===== src/include/qdac_pkg.sv =====
package qdac_pkg;
    localparam int DATA_W      = 32;
    localparam int ADDR_W      = 6;
    localparam int BUS_W       = 10;
    localparam int SEL_W       = 3;
    localparam int MAIN_W      = 10;
    localparam int SUB_W       = 8;
    localparam int NCHAN       = 4;
    // Register byte offsets
    localparam logic [ADDR_W-1:0] REG_CMD    = 6'h00;
    localparam logic [ADDR_W-1:0] REG_CTRL   = 6'h04;
    localparam logic [ADDR_W-1:0] REG_STATUS = 6'h08;
    localparam logic [ADDR_W-1:0] REG_WRCNT  = 6'h0C;
    // Command word fields
    localparam int CMD_DATA_LSB = 0;
    localparam int CMD_SEL_LSB  = 16;
    localparam int CMD_MODE_BIT = 20;
    localparam int CMD_UPD_BIT  = 21;
    // Control word fields
    localparam int CTRL_SYNC_BIT  = 0;
    localparam int CTRL_PULSE_BIT = 1;
    // Status fields
    localparam int STAT_BUSY_BIT = 0;
    localparam int STAT_PEND_BIT = 1;
    localparam int STAT_SYNC_BIT = 2;
    // Mode pin levels
    localparam logic MODE_CONTROL = 1'b0;
    localparam logic MODE_DATA    = 1'b1;
    // Host-side codes
    localparam logic [BUS_W-1:0] SYSCTL_PAR10_TWOS = 10'h020;
    localparam logic [BUS_W-1:0] CHCTL_VDD2_MAIN   = 10'h011;
    localparam logic [BUS_W-1:0] TWOS_MAIN_LOW     = 10'h200;
    localparam logic [BUS_W-1:0] TWOS_MAIN_HIGH    = 10'h1FF;
    localparam logic [BUS_W-1:0] OB_MAIN_MID       = 10'h200;
    localparam logic [SUB_W-1:0] OB_SUB_ZERO       = 8'h80;
    // Timing
    localparam int CLK_NS       = 10;
    localparam int SETUP_NS     = 20;
    localparam int STROBE_NS    = 20;
    localparam int UPD_SETUP_NS = 20;
    localparam int UPD_PULSE_NS = 20;
    localparam int SETUP_CYC     = (SETUP_NS + CLK_NS - 1) / CLK_NS;
    localparam int STROBE_CYC    = (STROBE_NS + CLK_NS - 1) / CLK_NS;
    localparam int UPD_SETUP_CYC = (UPD_SETUP_NS + CLK_NS - 1) / CLK_NS;
    localparam int UPD_PULSE_CYC = (UPD_PULSE_NS + CLK_NS - 1) / CLK_NS;
    localparam int CNT_W = 8;
    localparam logic [1:0] RESP_OKAY   = 2'b00;
    localparam logic [1:0] RESP_SLVERR = 2'b10;
    typedef enum logic [2:0] {
        QD_IDLE, QD_SETUP, QD_STROBE, QD_HOLD, QD_USETUP, QD_UPULSE
    } qdac_state_t;
endpackage


===== src/rtl/qdac_host.sv =====
// Decided for this implementation: the register addresses and the AXI4-Lite register port.
`timescale 1ns/10ps
// Function
// - Wait setup after write rise before strobe
// - Mode low control, high data; select channel
// - Write 020 for parallel twos normal
// - Write 011 for half-supply bias, main
module qdac_host (
    input  wire logic                           sys_clk,
    input  wire logic                           nrst,
    input  wire logic [qdac_pkg::ADDR_W-1:0]    s_awaddr,
    input  wire logic                           s_awvalid,
    output logic                                s_awready,
    input  wire logic [qdac_pkg::DATA_W-1:0]    s_wdata,
    input  wire logic [3:0]                     s_wstrb,
    input  wire logic                           s_wvalid,
    output logic                                s_wready,
    output logic [1:0]                          s_bresp,
    output logic                                s_bvalid,
    input  wire logic                           s_bready,
    input  wire logic [qdac_pkg::ADDR_W-1:0]    s_araddr,
    input  wire logic                           s_arvalid,
    output logic                                s_arready,
    output logic [qdac_pkg::DATA_W-1:0]         s_rdata,
    output logic [1:0]                          s_rresp,
    output logic                                s_rvalid,
    input  wire logic                           s_rready,
    output logic [qdac_pkg::BUS_W-1:0]          dac_data,
    output logic [qdac_pkg::SEL_W-1:0]          channel_select,
    output logic                                dac_mode,
    output logic                                dac_write_n,
    output logic                                dac_update_strobe_n
);
    import qdac_pkg::*;
    qdac_state_t          state;
    qdac_state_t          next_state;
    logic [CNT_W-1:0]     cnt;
    logic [CNT_W-1:0]     next_cnt;
    logic [BUS_W-1:0]     next_dac_data;
    logic [SEL_W-1:0]     next_channel_select;
    logic                 next_dac_mode;
    logic                 next_dac_write_n;
    logic                 next_dac_update_strobe_n;
    logic                 pend;
    logic                 next_pend;
    logic [15:0]          wrcnt;
    logic [15:0]          next_wrcnt;
    logic                 wr_pulse;
    logic [ADDR_W-1:0]    wr_addr;
    logic [DATA_W-1:0]    wr_data;
    logic                 wr_ok;
    logic [ADDR_W-1:0]    rd_addr;
    logic [DATA_W-1:0]    rd_data;
    logic                 rd_ok;
    logic [DATA_W-1:0]    cmd;
    logic [DATA_W-1:0]    ctrl;
    logic                 cmd_load;
    logic                 ctrl_load;
    logic                 busy;
    logic                 sync_mode;
    logic                 upd_req;

    qdac_axil_slave u_bus (
        .sys_clk   (sys_clk),
        .nrst      (nrst),
        .s_awaddr  (s_awaddr),
        .s_awvalid (s_awvalid),
        .s_awready (s_awready),
        .s_wdata   (s_wdata),
        .s_wstrb   (s_wstrb),
        .s_wvalid  (s_wvalid),
        .s_wready  (s_wready),
        .s_bresp   (s_bresp),
        .s_bvalid  (s_bvalid),
        .s_bready  (s_bready),
        .s_araddr  (s_araddr),
        .s_arvalid (s_arvalid),
        .s_arready (s_arready),
        .s_rdata   (s_rdata),
        .s_rresp   (s_rresp),
        .s_rvalid  (s_rvalid),
        .s_rready  (s_rready),
        .wr_pulse  (wr_pulse),
        .wr_addr   (wr_addr),
        .wr_data   (wr_data),
        .wr_ok     (wr_ok),
        .rd_addr   (rd_addr),
        .rd_data   (rd_data),
        .rd_ok     (rd_ok)
    );

    // Command write accepted only while idle
    assign busy      = (state != QD_IDLE);
    assign cmd_load  = wr_pulse && (wr_addr == REG_CMD) && !busy;
    assign ctrl_load = wr_pulse && (wr_addr == REG_CTRL);
    assign wr_ok     = ((wr_addr == REG_CMD) && !busy) || (wr_addr == REG_CTRL);

    qdac_cmd_reg #(.WIDTH(DATA_W)) u_cmd (
        .sys_clk (sys_clk),
        .nrst    (nrst),
        .load    (cmd_load),
        .din     (wr_data),
        .dout    (cmd)
    );

    qdac_cmd_reg #(.WIDTH(DATA_W)) u_ctrl (
        .sys_clk (sys_clk),
        .nrst    (nrst),
        .load    (ctrl_load),
        .din     (wr_data),
        .dout    (ctrl)
    );

    assign sync_mode = ctrl[CTRL_SYNC_BIT];

    always_comb begin
        rd_ok   = 1'b1;
        rd_data = '0;
        case (rd_addr)
            REG_CMD:    rd_data = cmd;
            REG_CTRL:   rd_data = ctrl;
            REG_STATUS: begin
                rd_data[STAT_BUSY_BIT] = busy;
                rd_data[STAT_PEND_BIT] = pend;
                rd_data[STAT_SYNC_BIT] = sync_mode;
            end
            REG_WRCNT:  rd_data = {16'h0000, wrcnt};
            default:    rd_ok = 1'b0;
        endcase
    end

    // Standalone update pulse from the control register
    assign upd_req = ctrl_load && wr_data[CTRL_PULSE_BIT];

    always_comb begin
        next_state               = state;
        next_cnt                 = cnt;
        next_dac_data            = dac_data;
        next_channel_select      = channel_select;
        next_dac_mode            = dac_mode;
        next_dac_write_n         = dac_write_n;
        next_dac_update_strobe_n = dac_update_strobe_n;
        next_pend                = pend;
        next_wrcnt               = wrcnt;
        case (state)
            QD_IDLE: begin
                // Hold strobe low in synchronous mode, except while a CTRL_PULSE_BIT update pulse runs
                next_dac_update_strobe_n = ~sync_mode;
                if (cmd_load) begin
                    // Mode low control, high data; select drives channel
                    next_dac_data       = wr_data[CMD_DATA_LSB +: BUS_W];
                    next_channel_select = wr_data[CMD_SEL_LSB +: SEL_W];
                    next_dac_mode       = wr_data[CMD_MODE_BIT];
                    next_cnt            = CNT_W'(SETUP_CYC);
                    next_state          = QD_SETUP;
                end else if (upd_req) begin
                    next_dac_update_strobe_n = 1'b1;
                    next_cnt   = CNT_W'(UPD_SETUP_CYC);
                    next_state = QD_USETUP;
                end
            end
            QD_SETUP: begin
                if (cnt <= 1) begin
                    next_dac_write_n = 1'b0;
                    next_cnt         = CNT_W'(STROBE_CYC);
                    next_state       = QD_STROBE;
                end else begin
                    next_cnt = cnt - 1'b1;
                end
            end
            QD_STROBE: begin
                if (cnt <= 1) begin
                    // Device latches bus on this rising write edge
                    next_dac_write_n = 1'b1;
                    next_wrcnt       = wrcnt + 1'b1;
                    next_cnt         = CNT_W'(UPD_SETUP_CYC);
                    next_state       = QD_HOLD;
                    if (dac_mode == MODE_DATA && !sync_mode) begin
                        next_pend = 1'b1;
                    end
                end else begin
                    next_cnt = cnt - 1'b1;
                end
            end
            QD_HOLD: begin
                if (cnt <= 1) begin
                    if (!sync_mode && cmd[CMD_UPD_BIT]) begin
                        next_cnt   = CNT_W'(UPD_PULSE_CYC);
                        next_dac_update_strobe_n = 1'b0;
                        next_state = QD_UPULSE;
                    end else begin
                        next_state = QD_IDLE;
                    end
                end else begin
                    next_cnt = cnt - 1'b1;
                end
            end
            QD_USETUP: begin
                if (cnt <= 1) begin
                    next_cnt                 = CNT_W'(UPD_PULSE_CYC);
                    next_dac_update_strobe_n = 1'b0;
                    next_state               = QD_UPULSE;
                end else begin
                    next_cnt = cnt - 1'b1;
                end
            end
            QD_UPULSE: begin
                if (cnt <= 1) begin
                    next_dac_update_strobe_n = 1'b1;
                    next_pend                = 1'b0;
                    next_state               = QD_IDLE;
                end else begin
                    next_cnt = cnt - 1'b1;
                end
            end
            default: next_state = QD_IDLE;
        endcase
    end

    always_ff @(posedge sys_clk or negedge nrst) begin
        if (!nrst) begin
            state               <= QD_IDLE;
            cnt                 <= '0;
            dac_data            <= '0;
            channel_select      <= '0;
            dac_mode            <= MODE_CONTROL;
            dac_write_n         <= 1'b1;
            dac_update_strobe_n <= 1'b1;
            pend                <= 1'b0;
            wrcnt               <= '0;
        end else begin
            state               <= next_state;
            cnt                 <= next_cnt;
            dac_data            <= next_dac_data;
            channel_select      <= next_channel_select;
            dac_mode            <= next_dac_mode;
            dac_write_n         <= next_dac_write_n;
            dac_update_strobe_n <= next_dac_update_strobe_n;
            pend                <= next_pend;
            wrcnt               <= next_wrcnt;
        end
    end
endmodule


===== src/rtl/qdac_axil_slave.sv =====
`timescale 1ns/10ps
module qdac_axil_slave (
    input  wire logic                           sys_clk,
    input  wire logic                           nrst,
    input  wire logic [qdac_pkg::ADDR_W-1:0]    s_awaddr,
    input  wire logic                           s_awvalid,
    output logic                                s_awready,
    input  wire logic [qdac_pkg::DATA_W-1:0]    s_wdata,
    input  wire logic [3:0]                     s_wstrb,
    input  wire logic                           s_wvalid,
    output logic                                s_wready,
    output logic [1:0]                          s_bresp,
    output logic                                s_bvalid,
    input  wire logic                           s_bready,
    input  wire logic [qdac_pkg::ADDR_W-1:0]    s_araddr,
    input  wire logic                           s_arvalid,
    output logic                                s_arready,
    output logic [qdac_pkg::DATA_W-1:0]         s_rdata,
    output logic [1:0]                          s_rresp,
    output logic                                s_rvalid,
    input  wire logic                           s_rready,
    output logic                                wr_pulse,
    output logic [qdac_pkg::ADDR_W-1:0]         wr_addr,
    output logic [qdac_pkg::DATA_W-1:0]         wr_data,
    input  wire logic                           wr_ok,
    output logic [qdac_pkg::ADDR_W-1:0]         rd_addr,
    input  wire logic [qdac_pkg::DATA_W-1:0]    rd_data,
    input  wire logic                           rd_ok
);
    import qdac_pkg::*;
    logic                 have_aw;
    logic                 have_w;
    logic                 next_have_aw;
    logic                 next_have_w;
    logic [ADDR_W-1:0]    next_wr_addr;
    logic [DATA_W-1:0]    next_wr_data;
    logic                 next_wr_pulse;
    logic                 next_bvalid;
    logic [1:0]           next_bresp;
    logic                 next_rvalid;
    logic [1:0]           next_rresp;
    logic [DATA_W-1:0]    next_rdata;
    logic                 next_awready;
    logic                 next_wready;
    logic                 next_arready;

    assign rd_addr   = s_araddr;

    always_comb begin
        next_have_aw  = have_aw;
        next_have_w   = have_w;
        next_wr_addr  = wr_addr;
        next_wr_data  = wr_data;
        next_wr_pulse = 1'b0;
        next_bvalid   = s_bvalid;
        next_bresp    = s_bresp;
        if (s_awvalid && s_awready) begin
            next_have_aw = 1'b1;
            next_wr_addr = s_awaddr;
        end
        if (s_wvalid && s_wready) begin
            next_have_w  = 1'b1;
            next_wr_data = s_wdata;
        end
        if (have_aw && have_w) begin
            next_have_aw  = 1'b0;
            next_have_w   = 1'b0;
            next_wr_pulse = 1'b1;
        end
        if (wr_pulse) begin
            next_bvalid = 1'b1;
            next_bresp  = wr_ok ? RESP_OKAY : RESP_SLVERR;
        end
        if (s_bvalid && s_bready) begin
            next_bvalid = 1'b0;
        end
        // Ready flops track next holding state
        next_awready = ~next_have_aw & ~next_bvalid;
        next_wready  = ~next_have_w & ~next_bvalid;
    end

    always_comb begin
        next_rvalid = s_rvalid;
        next_rresp  = s_rresp;
        next_rdata  = s_rdata;
        if (s_arvalid && s_arready) begin
            next_rvalid = 1'b1;
            next_rdata  = rd_ok ? rd_data : '0;
            next_rresp  = rd_ok ? RESP_OKAY : RESP_SLVERR;
        end else if (s_rvalid && s_rready) begin
            next_rvalid = 1'b0;
        end
        next_arready = ~next_rvalid;
    end

    always_ff @(posedge sys_clk or negedge nrst) begin
        if (!nrst) begin
            have_aw  <= 1'b0;
            have_w   <= 1'b0;
            wr_addr  <= '0;
            wr_data  <= '0;
            wr_pulse <= 1'b0;
            s_bvalid <= 1'b0;
            s_bresp  <= RESP_OKAY;
            s_rvalid <= 1'b0;
            s_rresp  <= RESP_OKAY;
            s_rdata  <= '0;
            s_awready <= 1'b1;
            s_wready  <= 1'b1;
            s_arready <= 1'b1;
        end else begin
            have_aw  <= next_have_aw;
            have_w   <= next_have_w;
            wr_addr  <= next_wr_addr;
            wr_data  <= next_wr_data;
            wr_pulse <= next_wr_pulse;
            s_bvalid <= next_bvalid;
            s_bresp  <= next_bresp;
            s_rvalid <= next_rvalid;
            s_rresp  <= next_rresp;
            s_rdata  <= next_rdata;
            s_awready <= next_awready;
            s_wready  <= next_wready;
            s_arready <= next_arready;
        end
    end
endmodule


===== src/rtl/qdac_cmd_reg.sv =====
`timescale 1ns/10ps
module qdac_cmd_reg #(
    parameter int WIDTH = 32
) (
    input  wire logic              sys_clk,
    input  wire logic              nrst,
    input  wire logic              load,
    input  wire logic [WIDTH-1:0]  din,
    output logic [WIDTH-1:0]       dout
);
    logic [WIDTH-1:0] next_dout;

    always_comb begin
        next_dout = load ? din : dout;
    end

    always_ff @(posedge sys_clk or negedge nrst) begin
        if (!nrst) begin
            dout <= '0;
        end else begin
            dout <= next_dout;
        end
    end
endmodule


===== config.mk =====
export PLATFORM = sky130hd
export DESIGN_NAME = qdac_host
export DESIGN_NICKNAME = d
export VERILOG_FILES = /design/src/include/qdac_pkg.sv /design/src/rtl/qdac_host.sv /design/src/rtl/qdac_axil_slave.sv /design/src/rtl/qdac_cmd_reg.sv
export SDC_FILE = /design/constraint.sdc
export NUM_CORES = 1
export LEC_CHECK = 0
export BUFFER_PORTS_ARGS = -buffer_cell sky130_fd_sc_hd__buf_2
export CORE_MARGIN = 5
export CORE_UTILIZATION = 30
export CTS_CLUSTER_SIZE = 20
export DETAILED_ROUTE_END_ITERATION = 7
export PLACE_DENSITY_LB_ADDON = 0.12
export SLEW_MARGIN = 20
export SYNTH_ARGS = -nofsm -noshare
export SYNTH_HDL_FRONTEND = slang
export SYNTH_SLANG_ARGS = --single-unit

===== constraint.sdc =====
create_clock -name sys_clk -period 2.4 [get_ports sys_clk]
set_input_delay 0.48 -clock sys_clk [delete_from_list [all_inputs] [get_ports sys_clk]]
set_output_delay 0.48 -clock sys_clk [all_outputs]
set_load 0.01 [all_outputs]

==> summary by stage <==
Drt
After detailed routing, the wire length on met1 is 8930 microns. Using the TritonRoute via totals, the vias-per-cell ratio works out to 4.65. The uppermost metal layer occupied by signal nets is met5. The met2 wirelength from detailed routing is 9230 microns.

The initial detailed-routing violation count is 309. The routed via count is 5341. In the final routed layout, each cell accounts on average for 17.0 microns.

In this run the remaining antenna-violating nets after routing total 0. The number of optimization iterations in the first detailed-route pass is 4. The wire length reported by the detailed router is 19600 microns. The length of routed met3 wiring is 1190 microns. The DRC violation count after routing is 0.

Logic synthesis
Synthesis instantiated 51 different standard cells from the library. In the synthesized netlist the dominant register cell turns out to be sky130_fd_sc_hd__dfrtp_1. During synthesis, Yosys emitted a total of 0 warnings.

The number of flops mapped to enable cells by yosys is 0. The netlist area before placement is 7910 sq um. The area share of the largest cell type after synthesis is 0.579.

The largest total area in the synthesized netlist belongs to sky130_fd_sc_hd__dfrtp_1. Of the synthesized area, sequential elements account for 0.596. Sorting the synthesized cells by area gives the leading types as sky130_fd_sc_hd__dfrtp_1 (58%), sky130_fd_sc_hd__mux2_2 (9.8%), sky130_fd_sc_hd__nand2_1 (8.4%).

For this run, asynchronously set or reset flops after synthesis account for 1.00. After synthesis, the mean cell area works out to 11.5 sq um. Synthesis handed over a netlist of 687 instances. The count of state elements after synthesis is 188.

STA
The maximum clock rate is 447 MHz. At the pin with the least slew margin, the transition time is 0.868 ns. Adding up every negative setup slack in the final design gives 0 ns. Setup repair after global routing left no endpoint under its margin.

The number of pins with negative max-slew slack in the final report is 0. The setup clock skew after layout is 0.0150 ns. The number of setup violations in the final report is 0. Measured against its own limit, the worst slew margin works out to 0.422.

The number of hold-slack violations in the final timing report is 0. The ratio of final minimum period to clock period is 0.932. For the finished layout, the period the worst path requires is 2.24 ns. Hold is met by 0.0755 ns.

Layout
The fraction of final layout cells with drive strength greater than 1 is 0.304. Once layout is complete, the utilization of the core stands at 0.365. In the layout the commonest cells are sky130_fd_sc_hd__dfrtp_1 (183), sky130_fd_sc_hd__nand2_1 (175), sky130_fd_sc_hd__buf_2 (104), sky130_fd_sc_hd__mux2_2 (69), sky130_fd_sc_hd__o21ai_0 (37). The final instance area is 9500 sq um. For this run, the post-layout net count is 858.

The area added between synthesis and finish is 20.1%. The library cell used most frequently in the layout, excluding fill and tap cells, is sky130_fd_sc_hd__dfrtp_1.

CTS
The maximum count of clock buffers along a single path is 2. Counting the buffers created by CTS gives 17. The TritonCTS clock tree is yes. The cell sitting at the root of the clock tree is a sky130_fd_sc_hd__clkbuf_16. Buffers inserted to repair hold after CTS numbered 0. The clock sink total is 188.

Clock-pin slew was measured on the worst setup and hold paths at 0.07 ns. The clock latency on the worst-skew pair is 0.43 ns. The H-tree was split into 4 levels. The number of gates given a new drive strength after cts is 0. The post-CTS setup buffer count is 0.

Setup path
The critical-path maximum fanout is 46. Across all register-to-register paths, the minimum setup slack is 0.16 ns. STA classifies the critical path startpoint as a flop. The capturing element type of the critical path is a flop. The data required time of the worst path is 2.71 ns. For this design, the slowest cell found on the critical path is sky130_fd_sc_hd__or4b_4. Data on the critical path arrives at its endpoint at 2.55 ns. The signal on the critical path passes through or4b_4 > or4_4 > or2_2 > buf_12 > nand2_1 > nand2_1.

The combined buffer and inverter count along the critical path is 1. The delay of the slowest cell on the worst path is 0.56 ns. The start-to-end type of the worst setup path is reg2reg. The most numerous cell on the critical path is sky130_fd_sc_hd__nand2_1. The category of cells accounting for the largest share of critical-path delay is simple AND/OR/NAND/NOR gates.

Floorplanning
The core region is 26000 sq um. For this configuration, the core starts out at a cell density of 0.304. The number of rows created at floorplan is 59. The area of the die is 29700 sq um. 112 I/O pins were placed.

The die extent in x is 172 microns. The die is 172 microns tall.

Global route
For this run the aggregate overflow at the end of global routing stands at 0. The wire length of the first global-routing pass is 31600 microns. The largest net degree at the start of global routing is 73.

The via count of the first global-routing pass is 5702. For this run, the total global-route usage over all layers was measured as 0.137. The number of antenna violations at the first check in global routing is 4.

Power
The areal power density over the cells is 1000 nW/um^2. The worst vdd rail ir drop is 490 uV. The leakage power of the design is 4.78 nW.

Run
The tool flagged a number of max-cap violations equal to 0.

Place
The number of port buffers is 105. The HPWL after detailed placement is 13300 microns. The area of placed instances is 8910 sq um. At the end of routability-driven placement, the weighted congestion stood at 0.789.

Outcome
The run finished with clean final reports.

Min path
The type of the most critical hold path is in2async.
==> report_power, final <==
| group | switching, mW | internal (mW) |
|---|---|---|
| logic | 1.12 | 1.04 |
| registers | 0.563 | 4.01 |
| clock network | 1.31 | 1.47 |
==> registers in the layout, indices dropped and copies added, names as in the netlist, 6 cells and up <==
| register | cells |
|---|---|
| u_bus.s_rdata | 32 |
| u_bus.wr_data | 32 |
| u_cmd.dout | 32 |
| u_ctrl.dout | 32 |
| wrcnt | 16 |
| dac_data | 10 |
| cnt | 8 |
| u_bus.wr_addr | 6 |
==> through the flow <==
step	std cells	worst slack (ns)	power, mW
3_5_place_dp	1116	0.152	6.82
3_3_place_gp	1116	0.177	6.71
5_1_grt	1149	0.0298	10.1
6_report	1149	0.163	9.51
4_1_cts	1148	0.147	9.66
2_1_floorplan	688	0.342	5.99
==> area by class of cell <==
type / count / area, sq um
Clock buffer: 17 / 425
Multi-Input combinational cell: 454 / 2950
Timing Repair Buffer: 125 / 785
Clock inverter: 15 / 154
Fill cell: 2577 / 16500
Sequential cell: 188 / 4710
Antenna cell: 1 / 2.50
Tap cell: 335 / 419
Inverter: 14 / 52.6
==> cells in the mapped netlist, drive strengths merged (4+ instances only) <==
library cell  number
a21oi             16
a22o              16
and3               4
buf               16
clkbuf            16
dfrtp            183
dfstp              5
inv               14
mux2              69
mux2i             32
nand2            177
nand3              7
nand4              4
nor2              21
nor3               4
o21ai             38
or2                5
or3                7
or4                6
xnor2              9
xor2               7
==> metal layers <==
metal	up-vias	GRT usage
met5	-	0
li1	2571	-
met4	6	0.0297
met1	2631	0.183
met2	115	0.218
met3	18	0.0444
==> path summary, 6_finish.rpt <==
| kind | from | endpoint | depth (start not counted) |
|---|---|---|---|
| worst max register to register | u_bus.wr_addr[1] | u_cmd.dout[8] | 6 |
| worst min register to register | channel_select[2] | channel_select[2] | 2 |
| worst max-delay path | u_bus.wr_addr[1] | u_cmd.dout[8] | 6 |
| worst min-delay path | nrst | u_bus.s_rdata[7] | 1 |
| min in group sys_clk | s_bready | u_bus.s_bvalid | 2 |
| max in group asynchronous | nrst | dac_write_n | 2 |
==> cell families (layout without fill, tap and decap cells) <==
kind of cell             Yosys count  in the layout  share of synthesized area
XOR/XNOR                          16             16                     0.0177
AO/OA/AOI/OAI                     83             83                     0.0655
adder cells (fa/ha/maj)            3              3                    0.00475
multiplexers                     104            104                      0.147
buffers and inverters             46            171                     0.0326
other                              1              3                   0.000474
AND/OR/NAND/NOR                  246            246                      0.136
flip-flops                       188            188                      0.596
No activity file was read; power rests on OpenSTA's default activity.
